**src/verilog/gcd_pkg.sv**
```systemverilog
package gcd_pkg;
  // Subcommand codes written to the control command pair
  localparam logic [15:0] SC_STATUS = 16'h0000;
  localparam logic [15:0] SC_DEV_TYPE = 16'h0001;
  localparam logic [15:0] SC_FW_REV = 16'h0002;
  localparam logic [15:0] SC_SI_REV = 16'h0003;
  localparam logic [15:0] SC_FLASH_SUM = 16'h0004;
  localparam logic [15:0] SC_RESET_CNT = 16'h0005;
  localparam logic [15:0] SC_LAST_SC = 16'h0007;
  localparam logic [15:0] SC_CHEMISTRY_IDENTIFIER_REPORT = 16'h0008;
  localparam logic [15:0] SC_BOARD_OFF = 16'h0009;
  localparam logic [15:0] SC_CC_OFF = 16'h000a;
  localparam logic [15:0] SC_STORE_CC = 16'h000b;
  localparam logic [15:0] SC_HIB_SET = 16'h0011;
  localparam logic [15:0] SC_HIB_CLR = 16'h0012;
  localparam logic [15:0] SC_LOCK = 16'h0020;
  localparam logic [15:0] SC_GAUGE_START = 16'h0021;

  // Status word bit positions (high byte bits 14..10, low byte 6..0)
  localparam int SB_FAS = 14;
  localparam int SB_LOCKED = 13;
  localparam int SB_CSV = 12;
  localparam int SB_CCA = 11;
  localparam int SB_BCA = 10;
  localparam int SB_HIB = 6;
  localparam int SB_SLEEP = 4;
  localparam int SB_CONSTANT_POWER_FLAG = 3;
  localparam int SB_RESISTANCE_UPDATE_DISABLE_FLAG = 2;
  localparam int SB_VOK = 1;
  localparam int SB_QEN = 0;

  // Reset values
  localparam logic [15:0] RESULT_RST = 16'h0000;
  localparam logic [7:0] UPD_STATUS_RST = 8'h00;
  localparam logic [7:0] UPD_STATUS_RUN = 8'h01;

  // Timing: each offset phase lasts 16 s, board offset uses two
  localparam longint unsigned CLK_HZ = 100_000_000;
  localparam longint unsigned PHASE_S = 16;
  localparam longint unsigned PHASE_CYC = PHASE_S * CLK_HZ;
  localparam int SUM_DEPTH = 256;

  typedef enum logic [1:0] {
    GCD_IDLE = 2'b00,
    GCD_SUM = 2'b01,
    GCD_SHORT = 2'b10,
    GCD_OPEN = 2'b11
  } gcd_fsm_t;

  typedef enum logic {
    GCD_WR_BOARD = 1'b0,
    GCD_WR_CC = 1'b1
  } gcd_wr_sel_t;

  // Live status levels from the rest of the gauge
  typedef struct packed {
    logic full_access_locked_flag;
    logic sleep;
    logic constant_power_flag;
    logic resistance_update_disable_flag;
  } gcd_live_t;

  // Flash write request toward the data flash
  typedef struct packed {
    logic en;
    gcd_wr_sel_t sel;
    logic [15:0] data;
  } gcd_fwr_t;
endpackage

```
**src/verilog/gcd_phase_timer.sv**
```systemverilog
`timescale 1ns/1ps
module gcd_phase_timer #(
  parameter longint unsigned CYC = gcd_pkg::PHASE_CYC
) (
  input wire logic clk_in,
  input wire logic rst_n_in,
  input wire logic start_in,
  output logic done_out
);
  typedef struct packed {
    logic run;
    logic done;
    logic [31:0] cnt;
  } gcd_tmr_st_t;

  localparam logic [31:0] LAST = 32'(CYC - 1);

  gcd_tmr_st_t s_q;
  gcd_tmr_st_t s_d;

  // Counter must fit 32 bits and be at least one cycle
  if (CYC < 1 || CYC > 64'h0000_0000_ffff_ffff) begin : g_chk
    $error("gcd_phase_timer: CYC out of range");
  end

  // Start is ignored while running
  always_comb begin
    s_d = s_q;
    s_d.done = 1'b0;
    if (s_q.run) begin
      if (s_q.cnt == 32'h0) begin
        s_d.run = 1'b0;
        s_d.done = 1'b1;
      end else begin
        s_d.cnt = s_q.cnt - 32'h1;
      end
    end else if (start_in) begin
      s_d.run = 1'b1;
      s_d.cnt = LAST;
    end
  end

  always_ff @(posedge clk_in or negedge rst_n_in) begin
    if (!rst_n_in) begin
      s_q <= '0;
    end else begin
      s_q <= s_d;
    end
  end

  assign done_out = s_q.done;
endmodule

```
**src/verilog/gcd_flash_sum.sv**
```systemverilog
`timescale 1ns/1ps
module gcd_flash_sum #(
  parameter int DEPTH = gcd_pkg::SUM_DEPTH,
  parameter int AW = $clog2(DEPTH)
) (
  input wire logic clk_in,
  input wire logic rst_n_in,
  input wire logic start_in,
  input wire logic [7:0] data_in,
  output logic rd_out,
  output logic [AW-1:0] addr_out,
  output logic done_out,
  output logic [15:0] sum_out
);
  typedef struct packed {
    logic run;
    logic pend;
    logic done;
    logic [AW-1:0] addr;
    logic [15:0] acc;
  } gcd_sum_st_t;

  gcd_sum_st_t s_q;
  gcd_sum_st_t s_d;

  // Address must reach DEPTH-1, or the sweep would stop early
  if (DEPTH < 2 || AW < $clog2(DEPTH)) begin : g_chk
    $error("gcd_flash_sum: DEPTH or AW out of range");
  end

  // One read per cycle; data returns one cycle after the read strobe
  always_comb begin
    s_d = s_q;
    s_d.done = s_q.pend && !s_q.run;
    s_d.pend = s_q.run;
    if (s_q.pend) begin
      s_d.acc = s_q.acc + {8'h00, data_in};
    end
    if (s_q.run) begin
      if (s_q.addr == AW'(DEPTH - 1)) begin
        s_d.run = 1'b0;
      end else begin
        s_d.addr = s_q.addr + AW'(1);
      end
    end else if (start_in && !s_q.pend) begin
      s_d.run = 1'b1;
      s_d.addr = '0;
      s_d.acc = 16'h0000;
    end
  end

  always_ff @(posedge clk_in or negedge rst_n_in) begin
    if (!rst_n_in) begin
      s_q <= '0;
    end else begin
      s_q <= s_d;
    end
  end

  assign rd_out = s_q.run;
  assign addr_out = s_q.addr;
  assign done_out = s_q.done;
  assign sum_out = s_q.acc;
endmodule

```
**src/verilog/gcd_subcmd_decoder.sv**
```systemverilog
`timescale 1ns/1ps
// How it works
// Two-byte subcommand selects the control function
// Locked state accepts only the listed subcommands
// Code 0x0000 returns the status word
// Status high byte: access, checksum, calibration flags
// Status low byte: power, gauging mode flags
// Deep low power request resets to zero
// Codes 1..3 return type and revisions
// Open: checksum flash, store and return it
// Locked: checksum readable, never recomputed
// Reset counts: full low, partial high
// Code 0x0007 returns previous subcommand
// Code 0x0008 returns chemistry identifier
// Board offset: short, open, difference, store
// Host keeps sense current off while measuring
// Locked board offset returns stored value
// Open: internal offset measured with short
// Locked internal offset returns stored value
// Code 0x000b writes internal offset to flash
// Set deep low power request; auto clear
// Clear deep low power request
// Code 0x0020 moves open to locked
// Gauging start sets update status, flags
// Access state gates every subcommand
// Undefined codes leave everything unchanged
// Host writes code, then reads result
module gcd_subcmd_decoder #(
  parameter longint unsigned PHASE_CYC = gcd_pkg::PHASE_CYC,
  parameter int SUM_DEPTH = gcd_pkg::SUM_DEPTH,
  parameter int SUM_AW = $clog2(SUM_DEPTH),
  parameter logic [15:0] DEV_TYPE = 16'h1234, // Arbitrary value
  parameter logic [15:0] FW_REV = 16'h0101, // Arbitrary value
  parameter logic [15:0] SI_REV = 16'h0001, // Arbitrary value
  parameter logic [15:0] CHEMISTRY_IDENTIFIER_REPORT = 16'h0042 // Arbitrary value
) (
  input wire logic sys_clk_in,
  input wire logic arst_n_in,
  input wire logic cmd_wr_in,
  input wire logic [15:0] cmd_code_in,
  input wire gcd_pkg::gcd_live_t live_in,
  input wire logic volt_bad_in,
  input wire logic hib_exit_in,
  input wire logic [7:0] full_rst_cnt_in,
  input wire logic [7:0] part_rst_cnt_in,
  input wire logic [15:0] cc_sample_in,
  input wire logic [15:0] flash_board_off_in,
  input wire logic [15:0] flash_cc_off_in,
  input wire logic [7:0] flash_data_in,
  output logic [15:0] result_out,
  output logic locked_out,
  output logic hib_req_out,
  output logic short_en_out,
  output logic busy_out,
  output logic gauge_start_out,
  output logic [7:0] upd_status_out,
  output logic flash_rd_out,
  output logic [SUM_AW-1:0] flash_addr_out,
  output gcd_pkg::gcd_fwr_t flash_wr_out
);
  typedef struct packed {
    gcd_pkg::gcd_fsm_t fsm;
    logic busy;
    logic locked;
    logic hib;
    logic voltage_ok_flag;
    logic capacity_update_enable_flag;
    logic checksum_valid_flag;
    logic bca;
    logic cca;
    logic board;
    logic short_en;
    logic sum_go;
    logic tmr_go;
    logic gauge_start;
    logic [7:0] upd;
    logic [15:0] result;
    logic [15:0] last;
    logic [15:0] sum;
    logic [15:0] cc_off;
    logic [15:0] first;
    gcd_pkg::gcd_fwr_t fwr;
  } gcd_top_st_t;

  gcd_top_st_t s_q;
  gcd_top_st_t s_d;
  logic [1:0] rst_sync_q;
  logic rst_n;
  logic [15:0] stat_w;
  logic cmd_ok;
  logic take;
  logic tmr_done;
  logic sum_done;
  logic [15:0] sum_val;

  // Code has a defined function
  function automatic logic is_known(input logic [15:0] c);
    case (c)
      gcd_pkg::SC_STATUS, gcd_pkg::SC_DEV_TYPE, gcd_pkg::SC_FW_REV,
      gcd_pkg::SC_SI_REV, gcd_pkg::SC_FLASH_SUM, gcd_pkg::SC_RESET_CNT,
      gcd_pkg::SC_LAST_SC, gcd_pkg::SC_CHEMISTRY_IDENTIFIER_REPORT, gcd_pkg::SC_BOARD_OFF,
      gcd_pkg::SC_CC_OFF, gcd_pkg::SC_STORE_CC, gcd_pkg::SC_HIB_SET,
      gcd_pkg::SC_HIB_CLR, gcd_pkg::SC_LOCK,
      gcd_pkg::SC_GAUGE_START: is_known = 1'b1;
      default: is_known = 1'b0;
    endcase
  endfunction

  // Codes served while locked; the three measuring ones only read back
  function automatic logic locked_ok(input logic [15:0] c);
    case (c)
      gcd_pkg::SC_STATUS, gcd_pkg::SC_DEV_TYPE, gcd_pkg::SC_FW_REV,
      gcd_pkg::SC_SI_REV, gcd_pkg::SC_CHEMISTRY_IDENTIFIER_REPORT, gcd_pkg::SC_HIB_SET,
      gcd_pkg::SC_HIB_CLR, gcd_pkg::SC_FLASH_SUM, gcd_pkg::SC_BOARD_OFF,
      gcd_pkg::SC_CC_OFF: locked_ok = 1'b1;
      default: locked_ok = 1'b0;
    endcase
  endfunction

  // Reset release through two flops; assertion is immediate
  always_ff @(posedge sys_clk_in or negedge arst_n_in) begin
    if (!arst_n_in) begin
      rst_sync_q <= 2'b00;
    end else begin
      rst_sync_q <= {rst_sync_q[0], 1'b1};
    end
  end
  assign rst_n = rst_sync_q[1];

  // Status word assembly
  always_comb begin
    stat_w = 16'h0000;
    stat_w[gcd_pkg::SB_FAS] = live_in.full_access_locked_flag;
    stat_w[gcd_pkg::SB_LOCKED] = s_q.locked;
    stat_w[gcd_pkg::SB_CSV] = s_q.checksum_valid_flag;
    stat_w[gcd_pkg::SB_CCA] = s_q.cca;
    stat_w[gcd_pkg::SB_BCA] = s_q.bca;
    stat_w[gcd_pkg::SB_HIB] = s_q.hib;
    stat_w[gcd_pkg::SB_SLEEP] = live_in.sleep;
    stat_w[gcd_pkg::SB_CONSTANT_POWER_FLAG] = live_in.constant_power_flag;
    stat_w[gcd_pkg::SB_RESISTANCE_UPDATE_DISABLE_FLAG] = live_in.resistance_update_disable_flag;
    stat_w[gcd_pkg::SB_VOK] = s_q.voltage_ok_flag;
    stat_w[gcd_pkg::SB_QEN] = s_q.capacity_update_enable_flag;
  end

  // Access gate on every written code
  assign cmd_ok = is_known(cmd_code_in) && (!s_q.locked || locked_ok(cmd_code_in));
  assign take = cmd_wr_in && cmd_ok;

  // Next state: sequencer first, then the written command
  always_comb begin
    s_d = s_q;
    s_d.fwr.en = 1'b0;
    s_d.gauge_start = 1'b0;
    s_d.sum_go = 1'b0;
    s_d.tmr_go = 1'b0;
    if (hib_exit_in) begin
      s_d.hib = 1'b0;
    end
    if (volt_bad_in) begin
      s_d.voltage_ok_flag = 1'b0;
    end
    unique case (s_q.fsm)
      gcd_pkg::GCD_IDLE: begin
      end
      gcd_pkg::GCD_SUM: begin
        if (sum_done) begin
          s_d.sum = sum_val;
          s_d.result = sum_val;
          s_d.checksum_valid_flag = 1'b1;
          s_d.fsm = gcd_pkg::GCD_IDLE;
        end
      end
      gcd_pkg::GCD_SHORT: begin
        // Host holds sense current at zero for the whole phase
        if (tmr_done) begin
          s_d.short_en = 1'b0;
          if (s_q.board) begin
            s_d.first = cc_sample_in;
            s_d.tmr_go = 1'b1;
            s_d.fsm = gcd_pkg::GCD_OPEN;
          end else begin
            s_d.cc_off = cc_sample_in;
            s_d.result = cc_sample_in;
            s_d.cca = 1'b0;
            s_d.fsm = gcd_pkg::GCD_IDLE;
          end
        end
      end
      gcd_pkg::GCD_OPEN: begin
        if (tmr_done) begin
          s_d.result = s_q.first - cc_sample_in;
          s_d.fwr.en = 1'b1;
          s_d.fwr.sel = gcd_pkg::GCD_WR_BOARD;
          s_d.fwr.data = s_q.first - cc_sample_in;
          s_d.bca = 1'b1;
          s_d.cca = 1'b0;
          s_d.fsm = gcd_pkg::GCD_IDLE;
        end
      end
    endcase
    // Result words stay until the next accepted code or the end of a checksum or offset sequence
    if (take) begin
      s_d.last = cmd_code_in;
      case (cmd_code_in)
        gcd_pkg::SC_STATUS: s_d.result = stat_w;
        gcd_pkg::SC_DEV_TYPE: s_d.result = DEV_TYPE;
        gcd_pkg::SC_FW_REV: s_d.result = FW_REV;
        gcd_pkg::SC_SI_REV: s_d.result = SI_REV;
        gcd_pkg::SC_RESET_CNT: s_d.result = {part_rst_cnt_in, full_rst_cnt_in};
        gcd_pkg::SC_LAST_SC: s_d.result = s_q.last;
        gcd_pkg::SC_CHEMISTRY_IDENTIFIER_REPORT: s_d.result = CHEMISTRY_IDENTIFIER_REPORT;
        gcd_pkg::SC_FLASH_SUM: begin
          if (!s_q.locked && s_q.fsm == gcd_pkg::GCD_IDLE) begin
            s_d.sum_go = 1'b1;
            s_d.fsm = gcd_pkg::GCD_SUM;
          end else begin
            s_d.result = s_q.sum;
          end
        end
        gcd_pkg::SC_BOARD_OFF: begin
          if (s_q.locked) begin
            s_d.result = flash_board_off_in;
          end else if (s_q.fsm == gcd_pkg::GCD_IDLE) begin
            s_d.board = 1'b1;
            s_d.short_en = 1'b1;
            s_d.cca = 1'b1;
            s_d.tmr_go = 1'b1;
            s_d.fsm = gcd_pkg::GCD_SHORT;
          end
        end
        gcd_pkg::SC_CC_OFF: begin
          if (s_q.locked) begin
            s_d.result = flash_cc_off_in;
          end else if (s_q.fsm == gcd_pkg::GCD_IDLE) begin
            s_d.board = 1'b0;
            s_d.short_en = 1'b1;
            s_d.cca = 1'b1;
            s_d.tmr_go = 1'b1;
            s_d.fsm = gcd_pkg::GCD_SHORT;
          end
        end
        gcd_pkg::SC_STORE_CC: begin
          // Held off while busy so it cannot collide with a board write
          if (s_q.fsm == gcd_pkg::GCD_IDLE) begin
            s_d.fwr.en = 1'b1;
            s_d.fwr.sel = gcd_pkg::GCD_WR_CC;
            s_d.fwr.data = s_q.cc_off;
          end
        end
        gcd_pkg::SC_HIB_SET: s_d.hib = 1'b1;
        gcd_pkg::SC_HIB_CLR: s_d.hib = 1'b0;
        gcd_pkg::SC_LOCK: s_d.locked = 1'b1;
        gcd_pkg::SC_GAUGE_START: begin
          s_d.gauge_start = 1'b1;
          s_d.upd = gcd_pkg::UPD_STATUS_RUN;
          s_d.voltage_ok_flag = 1'b1;
          s_d.capacity_update_enable_flag = 1'b1;
        end
        default: begin
        end
      endcase
    end
    // Busy kept in its own flop so the port comes straight from a register
    s_d.busy = (s_d.fsm != gcd_pkg::GCD_IDLE);
  end

  // State register; request flag clear at reset
  always_ff @(posedge sys_clk_in or negedge rst_n) begin
    if (!rst_n) begin
      s_q <= '0;
      s_q.result <= gcd_pkg::RESULT_RST;
      s_q.upd <= gcd_pkg::UPD_STATUS_RST;
    end else begin
      s_q <= s_d;
    end
  end

  gcd_phase_timer #(
    .CYC(PHASE_CYC)
  ) u_timer (
    .clk_in(sys_clk_in),
    .rst_n_in(rst_n),
    .start_in(s_q.tmr_go),
    .done_out(tmr_done)
  );

  gcd_flash_sum #(
    .DEPTH(SUM_DEPTH),
    .AW(SUM_AW)
  ) u_sum (
    .clk_in(sys_clk_in),
    .rst_n_in(rst_n),
    .start_in(s_q.sum_go),
    .data_in(flash_data_in),
    .rd_out(flash_rd_out),
    .addr_out(flash_addr_out),
    .done_out(sum_done),
    .sum_out(sum_val)
  );

  assign result_out = s_q.result;
  assign locked_out = s_q.locked;
  assign hib_req_out = s_q.hib;
  assign short_en_out = s_q.short_en;
  assign busy_out = s_q.busy;
  assign gauge_start_out = s_q.gauge_start;
  assign upd_status_out = s_q.upd;
  assign flash_wr_out = s_q.fwr;
endmodule

```
**config.mk**
```make
export PLATFORM = sky130hd
export DESIGN_NAME = gcd_subcmd_decoder
export DESIGN_NICKNAME = d
export VERILOG_FILES = /design/src/verilog/gcd_pkg.sv /design/src/verilog/gcd_phase_timer.sv /design/src/verilog/gcd_flash_sum.sv /design/src/verilog/gcd_subcmd_decoder.sv
export SDC_FILE = /design/constraint.sdc
export NUM_CORES = 1
export LEC_CHECK = 0
export BUFFER_PORTS_ARGS = -buffer_cell sky130_fd_sc_hd__clkbuf_2
export CAP_MARGIN = 20
export CORE_UTILIZATION = 62
export CTS_CLUSTER_SIZE = 20
export DETAILED_ROUTE_END_ITERATION = 7
export PLACE_DENSITY = 0.92
export SYNTH_ARGS = -nofsm -noshare
export SYNTH_HDL_FRONTEND = slang
export SYNTH_SLANG_ARGS = --single-unit
```
**constraint.sdc**
```tcl
create_clock -name sys_clk_in -period 11.85 [get_ports sys_clk_in]
set_clock_uncertainty 0.1 [all_clocks]
set_input_delay 2.37 -clock sys_clk_in [delete_from_list [all_inputs] [get_ports sys_clk_in]]
set_output_delay 2.37 -clock sys_clk_in [all_outputs]
set_load 0.01 [all_outputs]
```
==> metrics.cfg <==
[clock_tree]
clk_path_buf_depth = 2
cts_made_buffers = 17
htreeDepth = 4
path_clk_slew_ns = 0.07
cts_resized = 0
holdBufCountCts = 0
cts_tree = done
cts-root-buf = clkbuf_16
post_cts_buffers = 0
numClockSinks = 176
clock_latency_ns = 0.44

[detailed_routing]
wl_met1_mm = 10.6
drcViolationCount = 0
routed-wl-met3_mm = 2.16
via_count = 8670
ant_nets = 0
wl_per_cell_um = 19.5
viasPerCell = 6.24
first_pass_iters = 6
drt_iter0_drc = 826
wirelength_mm = 27.1
dr.max_layer_used = met4
wl_met2_mm = 13.2

[setup_path]
arrival_ns = 5.26
r2r_slack_ns = 8.64
critical_path_class = primary input to flip-flop
reg2reg_from = locked_out$_DFFE_PN0P_
cp-end-kind = flip-flop
rr_endpoint = result_out[12]$_DFF_PN0_
r2r_cells = 8
crit_fanout = 19
critPathRequiredTime_ns = 12.06
crit_path_start_kind = primary input

[timing]
setup_tns_ns = 0
slew_violations = 0
setup_viol = 0
clock.fmax_mhz = 198
slew_headroom_pct = 28.0
rsz0062_at_grt = no
final_hold_viol_count = 0
period_minus_slack_ns = 5.05
tightest_slew_ns = 1.08
fin_crit_sh_pct = 42.6

[place]
port_buffers = 145
globalplace.congestion = 0.933
dpl_cell_area_mm2 = 0.0103
hpwl_mm = 19.1

[floorplanning]
die_h_um = 128
core.rowCount = 45
die_x_um = 128
dieArea_mm2 = 0.0163
coreArea_mm2 = 0.0153
start_util_pct = 63.9
io_pins = 153

[final_layout]
final_area_mm2 = 0.0111
drive_above_1_share_pct = 17.7
fillers = 1116
insertedDiodeCount = 0
area_delta_synth_final_pct = 13.0
final_nets = 1295

[job]
drv_cap = 0

[yosys]
synthArstFlopShare_pct = 100
synth_edf_count = 0
netlist_area_mm2 = 0.00978
syn_avg_cell_area_um2 = 9.08
yosysWarnings = 0
netlist_instances = 1077
synth-seq-cells = 176
synth_ff_type = dfrtp_1
ys_types = 67
yosysSeqAreaShare_pct = 45.0

[global_routing]
antenna_found_initial = 0
grt_overflow_total = 0
grt_max_degree = 84
grt_pass1_wl_mm = 42.6
gr-usage-all-layers_pct = 34.2
grt_pass1_vias = 8336

[worst_hold_path]
hp-class = flip-flop to async pin

[status]
status = finished, final reports clean

[power]
p_per_area_mw_per_mm2 = 118
p_leak_nw = 5.27
ir_worst_vdd_v = 0.000208

-- cell families (layout without fill, tap and decap cells) --
| family | count (synthesis) | after routing | synth area share [%] |
|---|---|---|---|
| simple gates | 451 | 451 | 22.0 |
| compound gates | 226 | 226 | 16.1 |
| flops | 176 | 176 | 45.0 |
| buf+inv | 129 | 224 | 6.93 |
| xor+xnor | 54 | 54 | 4.83 |
| fa+ha+maj | 33 | 33 | 4.37 |
| mux | 6 | 6 | 0.665 |
| other cells | 2 | 8 | 0.0768 |
-- critical path: stages --
cell and delay [ns]:
clkbuf_2 0.11, inv_1 0.12, ha_1 0.32, nand2b_1 0.15, a221oi_1 0.12, a2111oi_4 0.45, nand3_2 0.46, or3b_1 0.63
a221o_1 0.32, o211ai_1 0.09, o21ai_1 0.09
-- metrics by stage --
step | setup slack (ns) | hold WS, ns | std cells | power (mW) | util [%]
after floorplan | 6.48 | 0.231 | 1083 | 0.664 | -
after global placement | 6.37 | 0.0451 | 1353 | 0.692 | 67.4
after detailed placement | 6.19 | 0.0484 | 1353 | 0.694 | 67.4
after CTS | 6.66 | 0.0565 | 1385 | 1.31 | 71.7
after global routing | 6.50 | 0.0698 | 1389 | 1.34 | 72.2
final | 6.80 | 0.0524 | 1389 | 1.31 | 72.2
-- power by group --
| group | internal (mW) | switching (mW) | total (mW) |
|---|---|---|---|
| Sequential | 0.604 | 0.00298 | 0.607 |
| Combinational | 0.0320 | 0.0475 | 0.0795 |
| Clock | 0.387 | 0.236 | 0.624 |
| Total | 1.02 | 0.287 | 1.31 |
-- synthesized netlist by cell type, types with 8 or more instances --
| library cell | instances | area (um^2) |
|---|---|---|
| a221o_1 | 10 | 100 |
| a211o_1 | 8 | 70.1 |
| a21o_1 | 9 | 67.6 |
| a22oi_1 | 15 | 113 |
| a22o_1 | 15 | 131 |
| nor3_1 | 19 | 95.1 |
| a221oi_1 | 13 | 114 |
| a21oi_1 | 32 | 160 |
| nand2b_1 | 10 | 62.6 |
| xnor2_1 | 31 | 272 |
| clkbuf_1 | 38 | 143 |
| nor2_1 | 62 | 233 |
| ha_1 | 31 | 388 |
| nand4_1 | 9 | 56.3 |
| inv_1 | 36 | 135 |
| nand3_1 | 40 | 200 |
| nand2_1 | 215 | 807 |
| a211oi_1 | 13 | 97.6 |
| dfrtp_1 | 176 | 4400 |
| buf_4 | 51 | 383 |
| o22ai_1 | 13 | 81.3 |
| nor2b_1 | 23 | 144 |
| and3_1 | 17 | 106 |
| xor2_1 | 23 | 201 |
| o21ai_0 | 55 | 275 |
-- metal layers --
layer,vias to the layer above,GRT usage [%]
met3,99,6.99
li1,3903,-
met5,-,0
met2,453,56.1
met4,0,14.8
met1,4215,44.3
-- sequential cells by signal, indices dropped and copies added, names as in the netlist --
name,count
busy_out,1
flash_wr_out,18
gauge_start_out,1
hib_req_out,1
locked_out,1
result_out,16
rst_sync_q,2
s_q,73
short_en_out,1
u_sum.addr_out,8
u_sum.done_out,1
u_sum.rd_out,1
u_sum.s_q,1
u_sum.sum_out,16
u_timer.done_out,1
u_timer.s_q,33
upd_status_out,1
-- how the worst max path moves through the flow --
stage | from | endpoint | slack (ns) | cells past startpoint
2_1_floorplan | rst_sync_q[1]$_DFF_PN0_ | busy_out$_DFF_PN0_ | 6.48 | 0
3_3_place_gp | cmd_code_in[0] | flash_wr_out[5]$_DFF_PN0_ | 6.37 | 10
3_5_place_dp | cmd_code_in[0] | flash_wr_out[2]$_DFF_PN0_ | 6.19 | 10
4_1_cts | cmd_code_in[0] | flash_wr_out[2]$_DFF_PN0_ | 6.66 | 10
5_1_grt | cmd_code_in[0] | flash_wr_out[15]$_DFF_PN0_ | 6.50 | 11
6_report | cmd_code_in[0] | result_out[12]$_DFF_PN0_ | 6.80 | 11
-- area by class of cell --
class | count | area [um^2] | area share, %
multi-input combinational | 778 | 4730 | 42.8
sequential | 176 | 4410 | 39.9
timing repair buffer | 156 | 858 | 7.76
clock buffer | 24 | 512 | 4.63
tap | 211 | 264 | 2.39
clock inverter | 8 | 148 | 1.34
inverter | 36 | 135 | 1.22
-- placed cells by master (no fill, tap or decap), drive strengths merged, types with 15 or more instances in the layout --
cell type  count
nand2        215
dfrtp        176
clkbuf       170
nor2          62
o21ai         59
nand3         42
inv           37
a21oi         32
xnor2         31
ha            31
nor2b         23
xor2          23
nor3          20
and3          17
a22o          15
a22oi         15
Note: power is estimated with default switching activity, not from simulation.
